<file path="src/hw/wiper_host_pkg.sv">
// Package of constants and types for the wiper controller host
package wiper_host_pkg;
    // ********************************************************
    // Timing figures, in nanoseconds, and derived cycle counts
    // ********************************************************
    localparam int unsigned clk_period_ns = 50;
    localparam int unsigned t_sel_setup_ns = 100;
    localparam int unsigned t_dir_setup_ns = 100;
    localparam int unsigned t_step_low_ns = 1000;
    localparam int unsigned t_step_high_ns = 1000;
    localparam int unsigned t_step_to_desel_ns = 1000;
    localparam int unsigned t_desel_nostore_ns = 250;
    localparam int unsigned t_desel_store_ns = 10000000;
    localparam int unsigned t_min_cycles = 1;

    // Least times round up to whole cycles
    function automatic int unsigned min_cycles(input int unsigned ns);
        int unsigned c;
        c = (ns + clk_period_ns - 1) / clk_period_ns;
        return (c < t_min_cycles) ? t_min_cycles : c;
    endfunction : min_cycles

    localparam int unsigned sel_setup_cyc = min_cycles(t_sel_setup_ns);
    localparam int unsigned dir_setup_cyc = min_cycles(t_dir_setup_ns);
    localparam int unsigned step_low_cyc = min_cycles(t_step_low_ns);
    localparam int unsigned step_high_cyc = min_cycles(t_step_high_ns);
    localparam int unsigned step_desel_cyc = min_cycles(t_step_to_desel_ns);
    localparam int unsigned nostore_cyc = min_cycles(t_desel_nostore_ns);
    localparam int unsigned store_cyc = min_cycles(t_desel_store_ns);

    localparam int cnt_w = 20;
    localparam int steps_w = 5;
    localparam logic [cnt_w-1:0] cnt_reset = 20'h00000;
    localparam logic [steps_w:0] steps_reset = 6'h00;

    // ********************************************************
    // Types
    // ********************************************************
    typedef enum logic [6:0] {
        st_idle = 7'h01,
        st_setup = 7'h02,
        st_low = 7'h04,
        st_high = 7'h08,
        st_release = 7'h10,
        st_desel = 7'h20,
        st_done = 7'h40
    } state_e;

    // Pins toward the potentiometer
    typedef struct packed {
        logic select_n;
        logic step_n;
        logic dir_up;
    } pins_s;

    typedef struct packed {
        state_e state;
        logic [cnt_w-1:0] cnt;
        logic [steps_w:0] left;
        logic up;
        logic save;
        pins_s pins;
    } host_state_s;
endpackage : wiper_host_pkg

</file>
<file path="src/hw/wiper_host.sv">
// Host controller driving the select, step and direction pins of the pot
`timescale 1ns/1ns
// Overview of operation
// - Host keeps step low when leaving unsaved
// - Host holds select high through power-up
// - Select stays high during power-up recall
// - Direction stays fixed within one selection
module wiper_host
    import wiper_host_pkg::*;
(
    // Clock and reset
    input wire logic mclk,
    input wire logic rst,
    // Command port
    input wire logic cmd_valid,
    output logic cmd_ready,
    input wire logic cmd_up,
    input wire logic [steps_w-1:0] cmd_steps,
    input wire logic cmd_save,
    output logic busy,
    output logic done,
    // Device pins
    output logic select_n,
    output logic step_n,
    output logic dir_up
);
    // ********************************************************
    // State
    // ********************************************************
    host_state_s r;
    host_state_s next_r;

    // ********************************************************
    // Helpers
    // ********************************************************
    // True once a phase has lasted n cycles
    function automatic logic expired(input logic [cnt_w-1:0] c,
                                     input int unsigned n);
        return c >= cnt_w'(n - 1);
    endfunction : expired

    // Longer of select and direction setup before a strobe
    function automatic int unsigned setup_wait();
        return (sel_setup_cyc > dir_setup_cyc) ? sel_setup_cyc :
            dir_setup_cyc;
    endfunction : setup_wait

    // Neither a move nor a store: pins stay deselected
    function automatic logic quiet_cmd(input logic [steps_w-1:0] steps,
                                       input logic save);
        return (steps == 5'h00) && !save;
    endfunction : quiet_cmd

    // Final strobe of an unsaved command stays low into deselect
    function automatic logic hold_low(input logic [steps_w:0] left,
                                      input logic save);
        return (left == 6'h01) && !save;
    endfunction : hold_low

    // Wait after select rises: store busy time or short deselect
    function automatic int unsigned desel_wait(input logic save);
        return save ? store_cyc : nostore_cyc;
    endfunction : desel_wait

    // Deselected, strobe high, counters cleared
    function automatic host_state_s reset_state();
        host_state_s s;
        s.state = st_idle;
        s.cnt = cnt_reset;
        s.left = steps_reset;
        s.up = 1'b0;
        s.save = 1'b0;
        s.pins.select_n = 1'b1;
        s.pins.step_n = 1'b1;
        s.pins.dir_up = 1'b0;
        return s;
    endfunction : reset_state

    // ********************************************************
    // Phase timers
    // ********************************************************
    // Each phase ends once its cycle count is reached
    logic setup_over;
    logic low_over;
    logic high_over;
    logic release_over;
    logic desel_over;
    logic steps_spent;

    assign setup_over = expired(r.cnt, setup_wait());
    assign low_over = expired(r.cnt, step_low_cyc);
    assign high_over = expired(r.cnt, step_high_cyc);
    assign release_over = expired(r.cnt, step_desel_cyc);
    assign desel_over = expired(r.cnt, desel_wait(r.save));
    assign steps_spent = (r.left == steps_reset);

    // ********************************************************
    // Sequencer
    // ********************************************************
    // One phase per state; the shared counter times each phase
    always_comb begin
        next_r = r;
        next_r.cnt = r.cnt + 20'h00001;
        case (r.state)
            // Waiting for a command with the device deselected
            st_idle: begin
                next_r.cnt = cnt_reset;
                // Select high while idle, also through power-up
                next_r.pins.select_n = 1'b1;
                next_r.pins.step_n = 1'b1;
                if (cmd_valid) begin
                    next_r.up = cmd_up;
                    next_r.save = cmd_save;
                    next_r.left = {1'b0, cmd_steps};
                    // New direction per command, set with select
                    next_r.pins.dir_up = cmd_up;
                    // Quiet command never selects, so cannot store
                    next_r.pins.select_n =
                        quiet_cmd(cmd_steps, cmd_save);
                    next_r.state = st_setup;
                end
            end
            // Select and direction settle before the first strobe
            st_setup: begin
                if (setup_over) begin
                    next_r.cnt = cnt_reset;
                    if (steps_spent) begin
                        next_r.state = st_release;
                    end else begin
                        // Falling edge moves wiper one tap
                        next_r.pins.step_n = 1'b0;
                        next_r.state = st_low;
                    end
                end
            end
            // Strobe low; the device has already moved
            st_low: begin
                if (low_over) begin
                    next_r.cnt = cnt_reset;
                    next_r.left = r.left - 6'h01;
                    if (hold_low(r.left, r.save)) begin
                        // No extra edge before unsaved leave
                        next_r.state = st_release;
                    end else begin
                        next_r.pins.step_n = 1'b1;
                        next_r.state = st_high;
                    end
                end
            end
            // Strobe high between moves
            st_high: begin
                if (high_over) begin
                    next_r.cnt = cnt_reset;
                    if (steps_spent) begin
                        next_r.state = st_release;
                    end else begin
                        next_r.pins.step_n = 1'b0;
                        next_r.state = st_low;
                    end
                end
            end
            // Strobe settles before select rises
            st_release: begin
                if (release_over) begin
                    next_r.cnt = cnt_reset;
                    // Select rises; step high stores
                    next_r.pins.select_n = 1'b1;
                    next_r.state = st_desel;
                end
            end
            // Deselected; a store keeps the device busy
            st_desel: begin
                // Store busy time, device standby after
                if (desel_over) begin
                    next_r.cnt = cnt_reset;
                    next_r.pins.step_n = 1'b1;
                    next_r.state = st_done;
                end
            end
            // One-cycle completion pulse
            st_done: begin
                next_r.state = st_idle;
            end
            // Unused codes fall back to idle
            default: begin
                next_r.state = st_idle;
            end
        endcase
    end

    always_ff @(posedge mclk) begin
        // Reset leaves the pins deselected, strobe high
        if (rst) begin
            r <= reset_state();
        end else begin
            r <= next_r;
        end
    end

    // ********************************************************
    // Outputs
    // ********************************************************
    // Handshake from the state code
    assign cmd_ready = (r.state == st_idle);
    assign busy = (r.state != st_idle);
    assign done = (r.state == st_done);
    // Pins straight from flip-flops
    assign select_n = r.pins.select_n;
    assign step_n = r.pins.step_n;
    assign dir_up = r.pins.dir_up;
endmodule : wiper_host

</file>
<file path="config.mk">
export PLATFORM = sky130hd
export DESIGN_NAME = wiper_host
export DESIGN_NICKNAME = d
export VERILOG_FILES = /design/src/hw/wiper_host_pkg.sv /design/src/hw/wiper_host.sv
export SDC_FILE = /design/constraint.sdc
export NUM_CORES = 1
export LEC_CHECK = 0
export ABC_AREA = 1
export BUFFER_PORTS_ARGS = -buffer_cell sky130_fd_sc_hd__buf_2
export CAP_MARGIN = 15
export CORE_MARGIN = 5
export CORE_UTILIZATION = 30
export CTS_CLUSTER_DIAMETER = 30
export DETAILED_ROUTE_END_ITERATION = 12
export PLACE_DENSITY = 0.48
export REMOVE_ABC_BUFFERS = 1
export SETUP_SLACK_MARGIN = 0.02
export SYNTH_ARGS = -nofsm -noshare
export SYNTH_HDL_FRONTEND = slang
export SYNTH_SLANG_ARGS = --single-unit
</file>
<file path="constraint.sdc">
create_clock -name mclk -period 2.7 [get_ports mclk]
set_input_delay 0.675 -clock mclk [delete_from_list [all_inputs] [get_ports mclk]]
set_output_delay 0.675 -clock mclk [all_outputs]
set_load 0.01 [all_outputs]
</file>
# Word level (Yosys, flattened, before mapping)
# Cells that the tools add are included.
[totals] ff_bits=37 latch_bits=0 mem_bits_rw=0 mem_bits_ro=0 output_inout_bits=6 wordCells=65 mem_count=0
[classes] n_addsub=3 n_mul=0 div=0 n_lt_le_gt_ge=3 eq_ne=16 shifts=0 n_mux=22 n_bitwise=0 n_reduce_logical=14
[ops] op="one-hot mux 20 bit (6 select lines)" count=1
[ops] op="2-to-1 mux 27 bit" count=4
[ops] op="one-hot mux 7 bit (6 select lines)" count=1
[ops] op="2-to-1 mux 33 bit" count=1
[ops] op="adder 20 x 1 -> 20 bit, second input constant" count=1
[ops] op="greater-or-equal comparator 20 x 1 -> 1 bit, second input constant" count=1
[ops] op="greater-or-equal comparator 20 bit" count=1
[ops] op="greater-or-equal comparator 20 x 5 -> 1 bit, second input constant" count=1
[ops] op="subtractor 18 x 1 -> 19 bit, second input constant" count=1
[ops] op="2-to-1 mux 18 bit" count=1
[ops] op="inequality test 2 bit, second input constant" count=7
[ops] op="one-hot mux 6 bit (2 select lines)" count=1
[ops] op="AND reduction 6 bit" count=2
[ops] op="2-to-1 mux 5 bit" count=2
[ops] op="2-to-1 mux 9 bit" count=1
[ops] op="equality test 7 x 1 -> 1 bit, second input constant" count=1
[ops] op="equality test 7 x 2 -> 1 bit, second input constant" count=1
[ops] op="equality test 7 x 3 -> 1 bit, second input constant" count=1
[ops] op="equality test 7 x 4 -> 1 bit, second input constant" count=1
[ops] op="equality test 7 x 5 -> 1 bit, second input constant" count=1
[ops] op="equality test 7 x 6 -> 1 bit, second input constant" count=1
[ops] op="equality test 7 bit, second input constant" count=1
[ops] op="2-to-1 mux 1 bit" count=7
[ops] op="2-to-1 mux 7 bit" count=1
[ops] op="other kinds (13)" count=17

# Logic depth before layout (Yosys ltp)
# Gate-level depths: netlist (run 1).
[depth] word_depth=5 depth_mapped=16 depth_no_buf=15

# Worst setup path before layout (run 1)
# No wires, ideal clock.
[synth_path] kind="register to register" startpoint="register r[3] in the netlist's numbering" endpoint="register r[24] in the netlist's numbering" setup_time_ns=0.120 t_arrival_ns=1.776 t_required_ns=2.580 setup_slack_ns=0.804 stages_incl_launch_ff=15 n_path_buf=1 period_less_slack_ns=1.896 cell_sequence="dfxtp_1 > inv_1 > ha_1 > nand2_1 > nor2_2 > nand2_2 > nor2_1 > nand2_1 > nand4_4 > nand2_1 > inv_2 > nand2_2 > nand2_4 > buf_12 > nor2_4"
[synth_via] elab_chain_cells=5
[synth_lines] item="start, declared" line="wiper_host.sv:30" text="host_state_s r;"
[synth_lines] item="start signal, assigned" line="wiper_host.sv:194" text="r <= reset_state();"
[synth_lines] item="start signal, assigned" line="wiper_host.sv:196" text="r <= next_r;"
[synth_lines] item="2-to-1 mux 18 bit" line="wiper_host.sv:62" text="return save ? store_cyc : nostore_cyc;"
[synth_lines] item="subtractor 18 x 1 -> 19 bit" line="wiper_host.sv:39" text="return c >= cnt_w'(n - 1);"
[synth_lines] item="greater-or-equal comparator 20 bit" line="wiper_host.sv:39"
[synth_lines] item="2-to-1 mux 27 bit" line="wiper_host.sv:174" text="if (desel_over) begin"
[synth_lines] item="one-hot mux 20 bit (6 select lines)" line="wiper_host.sv:104" text="case (r.state)"
# No other way between the ends. The select of a mux whose other input is x is not followed.
# A chain may end at the register's enable or synchronous reset.

# Worst setup path in the final report (run 1)
[layout_path] startpoint="register r[3] in the netlist's numbering" endpoint="register r[13] in the netlist's numbering"
# Same word-level chain as after synthesis.

==> flow_summary.yaml, run 1 <==
layout:
  final_util_pct: 34.1
  nets: 440
  drive_gt1_share_pct: 19.7
  antenna_cells: 0
  post-route-cell-area_um2: 2980
  area_growth_pct: 10.9
synth:
  synth_mux_area_share_pct: 0
  yosysUniqueCellTypes: 29
  synthFlopType: "dfxtp_1"
  synth_edf_count: 0
  synth_top_family_by_area: "simple AND/OR/NAND/NOR gates"
  synth_compound_area_share_pct: 5.59
  synthXorXnorAreaFrac_pct: 5.87
  postSynthAreaPerCell_um2: 6.80
  yosys.area_share.simple_pct: 43.7
  synth_seq_area_share_pct: 27.6
  ys_ff_latch: 37
  yosysWarnings: 0
  synth-async-reset-ratio_pct: 0
  synth_fa_ha_area_share_pct: 6.99
  syn_inst: 395
  syn_area_um2: 2690
critical_path:
  worst_ep_required_time_ns: 2.87
  critPathMaxStageDelay_ns: 0.37
  cp.arrival_ns: 2.35
  rrSetupSlack_ns: 0.52
  path_cells: "inv_1 -> ha_1 -> nand2_1 -> nor2_2 -> nand2_2 -> nor2_1 -> nand2_1 -> nand4_4 -> nand2_1 -> inv_2 -> nand2_2 -> nand2_4 -> nor2_1"
  critPathKind: "flop to flop"
  slowest_stage: "ha_1"
  path_max_fanout: 15
  worst-path-buf-inv: 2
  start_kind: "flop"
  critPathMostFrequentCell: "nand2_1"
  crit_family: "simple AND/OR/NAND/NOR gates"
  end_kind: "flop"
floorplan:
  die_x_um: 105
  core-area_um2: 8720
  num_rows: 34
  die_y_um: 105
  dieArea_um2: 10900
  start_util_pct: 30.8
  ios: 16
global_route:
  grt_max_degree: 16
  antenna_found_initial: 0
  grt_usage_pct: 12.5
  grt_pass1_vias: 2352
  grt-ovfl-total: 0
  grt_pass1_wl_um: 11400
timing:
  fin_crit_ns: 2.18
  worst_pin_slew_ns: 0.446
  tns_ns: 0
  hold_slack_ns: 0.496
  rsz0062_at_grt: "no"
  fin_crit_sh_pct: 80.6
  slew_headroom_pct: 70.2
  hold_viol: 0
  max_freq_mhz: 459
  finalSetupViolCount: 0
  finalMaxSlewViolations: 0
  finClkSkew_ns: 0.00821
placed_design:
  dp_hpwl_um: 5220
  dpl_cell_area_um2: 2880
  place.gp.congestion: 0.856
  io_buffers: 15
cts:
  clockRootBuffer: "clkbuf_8"
  htreeDepth: 2
  clk_latency_ns: 0.30
  post-cts-setup-buffers: 0
  path_clk_slew_ns: 0.08
  holdBufCountCts: 0
  numClockSinks: 37
  cts_tree: "built"
  cts_max_path_buffers: 2
  cts_resized: 0
  numCtsBuffers: 5
power:
  power.total_mw: 1.70
  powerDensity_nw_per_um2: 571
  p_leak_nw: 1.32
  ir_drop_mv: 0.241
detailed_routing:
  avgViaCountPerCell: 4.54
  num_vias: 2377
  avgRoutedWirePerCell_um: 12.5
  drt_iter0_drc: 177
  ant_nets: 0
  wirelength_um: 6550
  drc_errors: 0
  drt_pre_antenna_iters: 4
flow_run:
  drv_cap: 0
status:
  status: "complete, no violations"
hold_path:
  hold_path.class: "flop to flop"
==> sequential cells by signal (all words and copies together), names as in the netlist <==
signal / flops
select_n: 1
r: 34
step_n: 1
dir_up: 1
==> metrics by stage <==
stage	worst slack, ns	instances
after CTS	0.505	524
after detailed placement	0.530	516
after global placement	0.565	516
after floorplan	0.777	392
after global routing	0.224	524
final	0.523	524
==> metal layers <==
layer  part of all wire (%)  GRT usage, %  wire [um]
met4                    1.2          3.84         77
met1                     51          17.7       3350
met2                     45          19.7       2930
met3                    2.9          1.85        188
met5                      0             0          0
==> final timing paths <==
check                           depth (start not counted)    from  endpoint
worst max-delay path                                   13    r[3]     r[13]
worst min-delay path                                    2  step_n    step_n
worst max register to register                         13    r[3]     r[13]
worst min register to register                          2  step_n    step_n
==> worst min-delay path, stage by stage, from the launching register on <==
cell	delay, ns
dfxtp_1	0.33
nand2_1	0.06
nand3_1	0.05
==> where the power goes <==
part / internal, mW / switching [mW]
registers: 0.599 / 0.0568
logic: 0.206 / 0.394
clock network: 0.231 / 0.212
total: 1.04 / 0.663
==> synthesized netlist by cell type (3+ instances only) <==
| library cell | number | area share (%) |
|---|---|---|
| nand2_1 | 75 | 10 |
| nor2_1 | 62 | 8.7 |
| inv_1 | 52 | 7.3 |
| dfxtp_1 | 37 | 28 |
| nand3_1 | 27 | 5.0 |
| nor2_4 | 18 | 7.5 |
| xor2_1 | 16 | 5.2 |
| ha_1 | 15 | 7.0 |
| inv_2 | 13 | 1.8 |
| nor3_1 | 12 | 2.2 |
| a21oi_1 | 10 | 1.9 |
| nor2_2 | 10 | 2.3 |
| o21ai_0 | 10 | 1.9 |
| nand2_2 | 8 | 1.9 |
| nand4_1 | 8 | 1.9 |
| o22ai_1 | 4 | 0.93 |
| nand3_2 | 3 | 1.1 |
==> layout by cell type, fill, tap and decap left out <==
cell type / synthesis / final
a21oi_2: 1 / 1
nor3b_2: 1 / 1
o22ai_1: 4 / 4
buf_2: 0 / 15
ha_1: 15 / 15
nor4_1: 1 / 1
xnor2_1: 2 / 2
nor2_2: 10 / 10
nor2_1: 62 / 62
nand2_4: 2 / 2
nor2_4: 18 / 18
nor3_1: 12 / 12
inv_2: 13 / 13
nand4_4: 1 / 1
xor2_1: 16 / 16
or2_2: 1 / 1
nand4_1: 8 / 8
o32ai_1: 1 / 1
inv_1: 52 / 52
dfxtp_1: 37 / 37
buf_4: 0 / 1
nand2_1: 75 / 75
o31ai_1: 1 / 1
nand3_1: 27 / 27
o21ai_0: 10 / 10
clkbuf_8: 0 / 7
clkinv_2: 0 / 1
clkinv_1: 1 / 1
a21oi_1: 10 / 10
nand3_2: 3 / 3
nand2_2: 8 / 8
==> layout make-up <==
cell class / instances / area (um2)
multi-input combinational: 289 / 1670
inverter: 66 / 248
sequential: 37 / 741
clock inverter: 1 / 5.00
tap: 108 / 135
clock buffer: 7 / 96.3
fill: 954 / 5740
timing repair buffer: 16 / 82.6
==> cell families after synthesis <==
| logic type | after synthesis |
|---|---|
| flip-flops | 37 |
| XOR/XNOR | 18 |
| buffers and inverters | 69 |
| AND/OR/NAND/NOR | 229 |
| AO/OA/AOI/OAI | 27 |
| adder cells (fa/ha/maj) | 15 |
Power figures use the tool's default switching activity.
==> inputs of run 2 (changes only) <==
--- a/config.mk
+++ b/config.mk
@@ -12,7 +12,7 @@
 export CORE_UTILIZATION = 30
 export CTS_CLUSTER_DIAMETER = 30
 export DETAILED_ROUTE_END_ITERATION = 12
-export PLACE_DENSITY = 0.48
+export PLACE_DENSITY = 0.5
 export REMOVE_ABC_BUFFERS = 1
 export SETUP_SLACK_MARGIN = 0.02
 export SYNTH_ARGS = -nofsm -noshare
==> constraint.sdc (replaced) <==
create_clock -name mclk -period 1.89 [get_ports mclk]
set_input_delay 0.4725 -clock mclk [delete_from_list [all_inputs] [get_ports mclk]]
set_output_delay 0.4725 -clock mclk [all_outputs]
set_load 0.01 [all_outputs]
==> run 2 against run 1 <==
- global-route usage is 0.077 points higher
- die area stayed put
- critical path type unchanged
- critical endpoint is now r[18]
- setup slack worse by 0.48 ns
==> flow_summary.yaml, run 2 (synthesized netlist as in run 1, its figures left out) <==
floorplan:
  die_y_um: 105
  die_x_um: 105
  ios: 16
  dieArea_um2: 10900
  start_util_pct: 30.8
  num_rows: 34
  core-area_um2: 8720
critical_path:
  end_kind: "flop"
  worst_ep_required_time_ns: 2.07
  cp.arrival_ns: 2.03
  r2r-end: "r[18]"
  rrSetupSlack_ns: 0.04
  start_kind: "flop"
  path_max_fanout: 10
  reg2regPathDepth: 14
  crit_start: "r[3]"
  critPathKind: "flop to flop"
  worstSetupEndpoint: "r[18]"
  r2r-start: "r[3]"
layout:
  largest_register: "r"
  final_cell_mix: "70 x nand2_1, 56 x nor2_1, 50 x inv_1, 32 x dfxtp_1, 27 x nand3_1"
  finalNonFillerCells: 548
  antenna_cells: 0
  largest_reg_flops: 34
  post-route-cell-area_um2: 3360
  nets: 464
  area_growth_pct: 25.0
  final_common_cell: "nand2_1"
  final_util_pct: 38.5
  drive_gt1_share_pct: 29.3
placed_design:
  dp_slack_ns: -0.139
  place.gp.congestion: 0.839
  dpl_cell_area_um2: 3030
  dp_hpwl_um: 5370
  io_buffers: 15
  dp.cells: 535
power:
  p_leak_nw: 1.47
  ir_drop_mv: 0.419
  powerDensity_nw_per_um2: 824
  power.total_mw: 2.76
timing:
  worst_pin_slew_ns: 0.461
  fin_crit_sh_pct: 97.9
  fin_crit_ns: 1.85
  finalMaxSlewViolations: 0
  finalSetupViolCount: 0
  slew_headroom_pct: 69.2
  rsz0062_at_grt: "yes"
  max_freq_mhz: 540
  finalWorstSetupSlack_ns: 0.0392
  hold_viol: 0
  finClkSkew_ns: 0.00952
global_route:
  grt_pass1_vias: 2462
  antenna_found_initial: 0
  grt_pass1_wl_um: 11500
  grt-ovfl-total: 0
  grt_usage_pct: 12.6
  grt_max_degree: 13
cts:
  holdBufCountCts: 0
  numCtsBuffers: 5
  clockRootBuffer: "clkbuf_8"
  path_clk_slew_ns: 0.08
  clk_latency_ns: 0.29
  htreeDepth: 2
  cts_max_path_buffers: 2
  cts_tree: "built"
  numClockSinks: 37
detailed_routing:
  drc_errors: 0
  ant_nets: 0
  avgRoutedWirePerCell_um: 12.5
  avgViaCountPerCell: 4.65
  num_vias: 2548
  wirelength_um: 6820
  drt_iter0_drc: 139
  drt_pre_antenna_iters: 5
hold_path:
  hold_path.class: "input pin to flop"
flow_run:
  drv_cap: 0
status:
  status: "complete, no violations"
[run 2: critical path: stages, from the launching register on]
cell and delay, ns:
dfxtp_4 0.38, inv_8 0.06, ha_4 0.26, nand2_1 0.06
nor2_2 0.16, nand2_2 0.08, nor2_2 0.10, nand2_2 0.08
nand4_4 0.07, nand2_2 0.07, inv_2 0.06, nand2_4 0.06
nand2_8 0.10, buf_12 0.15, nor2_4 0.03
[run 2: stage by stage]
| step | setup TNS (ns) | hold slack (ns) |
|---|---|---|
| 6_report | 0 | 0.428 |
| 5_1_grt | -0.550 | 0.419 |
| 4_1_cts | 0 | 0.407 |
| 3_5_place_dp | -1.66 | 0.469 |
| 3_3_place_gp | -1.17 | 0.474 |
| 2_1_floorplan | -0.168 | 0.447 |
[run 2: where the power goes]
group	switching (mW)	internal [mW]	total (mW)
Clock	0.305	0.431	0.736
Sequential	0.0809	0.860	0.941
Combinational	0.635	0.453	1.09
[run 2: how the worst min path moves through the flow]
stage,start,to,slack [ns],cells after the start
global route,cmd_up,dir_up,0.42,3
floorplan,r[10],r[10],0.45,2
detailed placement,step_n,step_n,0.47,2
global placement,step_n,step_n,0.47,2
CTS,cmd_up,dir_up,0.41,3
finish,cmd_up,dir_up,0.43,3
[run 2: layout make-up]
type	count	area, um2
fillers	931	5370
multi-input cells	289	1800
flip-flops and latches	37	749
repair buffers	40	299
inverters	66	255
well taps	108	135
clock buffers	7	86.3
clock inverters	1	30.0
[run 2: metal layers]
| metal | vias to the layer above | part of all wire (%) | global-route usage (%) | routed length [um] |
|---|---|---|---|---|
| li1 | 1323 | - | - | - |
| met1 | 1153 | 48 | 17.5 | 3270 |
| met2 | 61 | 46 | 19.6 | 3150 |
| met3 | 11 | 3.7 | 1.79 | 252 |
| met4 | 0 | 2.2 | 4.93 | 150 |
| met5 | - | 0 | 0 | 0 |
[run 2: timing repair]
item                                    CTS  global route
pin swaps                                 4            13
buffers inserted                          0             4
endpoints found under the setup margin   16            24
gates resized for setup                  11            24
gates cloned                              1             0
==> inputs of run 3 (changes only) <==
--- a/config.mk
+++ b/config.mk
@@ -5,14 +5,12 @@
 export SDC_FILE = /design/constraint.sdc
 export NUM_CORES = 1
 export LEC_CHECK = 0
-export ABC_AREA = 1
 export BUFFER_PORTS_ARGS = -buffer_cell sky130_fd_sc_hd__buf_2
 export CAP_MARGIN = 15
 export CORE_MARGIN = 5
 export CORE_UTILIZATION = 30
 export CTS_CLUSTER_DIAMETER = 30
 export DETAILED_ROUTE_END_ITERATION = 12
-export PLACE_DENSITY = 0.5
 export REMOVE_ABC_BUFFERS = 1
 export SETUP_SLACK_MARGIN = 0.02
 export SYNTH_ARGS = -nofsm -noshare
==> run 3 against run 2 <==
- the run now ends with setup timing left
- power decreased by 23%
- critical path depth decreased by 7
- highest routed layer unchanged
- clock power decreased by 15%
- fmax decreased by 21%
==> flow_summary.yaml, run 3 <==
status:
  violations: "setup timing"
  status: "finished, violations left"
detailed_routing:
  ant_nets: 0
  drt_iter0_drc: 71
  avgViaCountPerCell: 5.26
  num_vias: 2523
  wirelength_um: 7260
  drt_pre_antenna_iters: 4
  avgRoutedWirePerCell_um: 15.1
  drc_errors: 0
global_route:
  grt_usage_pct: 14.9
  grt_pass1_wl_um: 11900
  grt_pass1_vias: 2560
  antenna_found_initial: 0
  grt-ovfl-total: 0
  grt_max_degree: 17
timing:
  slew_headroom_pct: 70.1
  worst_pin_slew_ns: 0.446
  rsz0062_at_grt: "yes"
  max_freq_mhz: 425
  finalWorstSetupSlack_ns: -0.465
  finalSetupViolCount: 32
  finClkSkew_ns: 0.00874
  fin_crit_sh_pct: 125
  finalMaxSlewViolations: 0
  fin_crit_ns: 2.35
  hold_viol: 0
  hold_slack_ns: 0.419
cts:
  clockRootBuffer: "clkbuf_8"
  clk_latency_ns: 0.29
  cts_tree: "built"
  htreeDepth: 2
  holdBufCountCts: 0
  cts_max_path_buffers: 2
  path_clk_slew_ns: 0.08
  numCtsBuffers: 5
  numClockSinks: 37
synth:
  synth-async-reset-ratio_pct: 0
  synthFlopType: "dfxtp_1"
  synth_common_cells: "45 x nor2_1, 37 x dfxtp_1, 23 x nand2_1, 16 x xor2_1, 15 x ha_1"
  ys_ff_latch: 37
  synth_seq_area_share_pct: 31.6
  yosysMostFrequentCell: "nor2_1"
  postSynthAreaPerCell_um2: 8.12
  synth_top_area_share_pct: 31.6
  synthTopCellsByArea: "dfxtp_1 32%, ha_1 8.0%, nor2_1 7.2%"
  synth_edf_count: 0
  synth_top_area_cell: "dfxtp_1"
  syn_inst: 289
  yosysUniqueCellTypes: 57
  syn_area_um2: 2350
  yosysWarnings: 0
layout:
  final_util_pct: 47.8
  drive_gt1_share_pct: 49.5
  largest_reg_flops: 34
  post-route-cell-area_um2: 3680
  fill_cells: 741
  multi_input_area_um2: 1890
  final_common_cell: "buf_4"
  antenna_cells: 0
  final_cell_mix: "62 x buf_4, 29 x nor2_1, 26 x dfxtp_1, 21 x buf_6, 20 x nand2_1"
  nets: 402
  area_growth_pct: 56.6
  finalNonFillerCells: 480
  seq_area_um2: 754
  largest_register: "r"
floorplan:
  die_y_um: 98.5
  core-area_um2: 7690
  die_x_um: 98.5
  num_rows: 32
  start_util_pct: 30.5
  ios: 16
  dieArea_um2: 9690
power:
  p_leak_nw: 1.50
  powerDensity_nw_per_um2: 579
  power.total_mw: 2.13
  ir_drop_mv: 0.298
critical_path:
  path_max_fanout: 6
  path_cells: "inv_4 -> ha_4 -> or4b_4 -> nor4b_4 -> or3b_4 -> and3_4 -> a221o_1"
  start_kind: "flop"
  critPathMaxStageDelay_ns: 0.49
  cp.arrival_ns: 2.54
  crit_start: "r[3]"
  r2r-start: "r[3]"
  worst_ep_required_time_ns: 2.08
  critPathKind: "flop to flop"
  reg2regPathDepth: 7
  end_kind: "flop"
  slowest_stage: "or4b_4"
placed_design:
  io_buffers: 15
  dp_hpwl_um: 4800
  dp.cells: 452
  place.gp.congestion: 0.818
  dpl_cell_area_um2: 2940
hold_path:
  hold_path.class: "input pin to flop"
  hold_path_depth: 3
  hp-start: "cmd_up"
flow_run:
  drv_cap: 0
[run 3: logic make-up after synthesis]
kind of cell	count (synthesis)	synth area share, %
and+or+nand+nor	137	31.6
AOI/OAI and AO/OA	52	15.5
DFF	37	31.6
buffers and inverters	24	4.32
xor gates and xnor gates	21	7.84
adders and majority gates	15	8.00
muxes	3	1.28
[run 3: cell type report]
type,instances,share of cell area [%]
timing repair buffer,96,20.9
clock inverter,1,0.136
inverter,9,1.06
clock buffer,7,2.62
sequential,37,20.5
tap,102,3.47
multi-input combinational,228,51.3
[run 3: stage by stage]
step,setup slack (ns),TNS (ns)
after floorplan,-0.590,-14.20
after global placement,-0.536,-11.44
after detailed placement,-0.648,-14.33
after CTS,-0.451,-10.46
after global routing,-0.546,-13.80
final,-0.465,-10.54
[run 3: where the power goes]
group	internal [mW]	switching, mW	total [mW]
Sequential	0.814	0.0300	0.844
Clock	0.330	0.292	0.622
Combinational	0.323	0.340	0.662
[run 3: final timing paths]
kind | endpoint | slack [ns]
max reg2reg | step_n | -0.46
max | step_n | -0.46
min reg2reg | dir_up | 0.49
min | dir_up | 0.42
[run 3: what timing repair did]
item,in CTS,in global routing
gates cloned,1,0
pin swaps,43,19
endpoints found under the setup margin,39,36
endpoints found under the hold margin,0,0
resized for setup,79,43
setup buffers,13,6
[run 3: worst max-delay path: cells and delay by family, from the launching register on]
kind,cells,cell delay (ns)
DFF,1,0.36
AOI/OAI and AO/OA,1,0.29
buffers and inverters,1,0.06
and+or+nand+nor,4,1.39
adders and majority gates,1,0.15
[run 3: metal layers]
metal,GRT usage (%),wire length [um],vias to the layer above
li1,-,-,1226
met1,18.1,3060,1222
met2,25.8,3740,55
met3,3.18,305,20
met4,5.78,161,0
met5,0,0,-
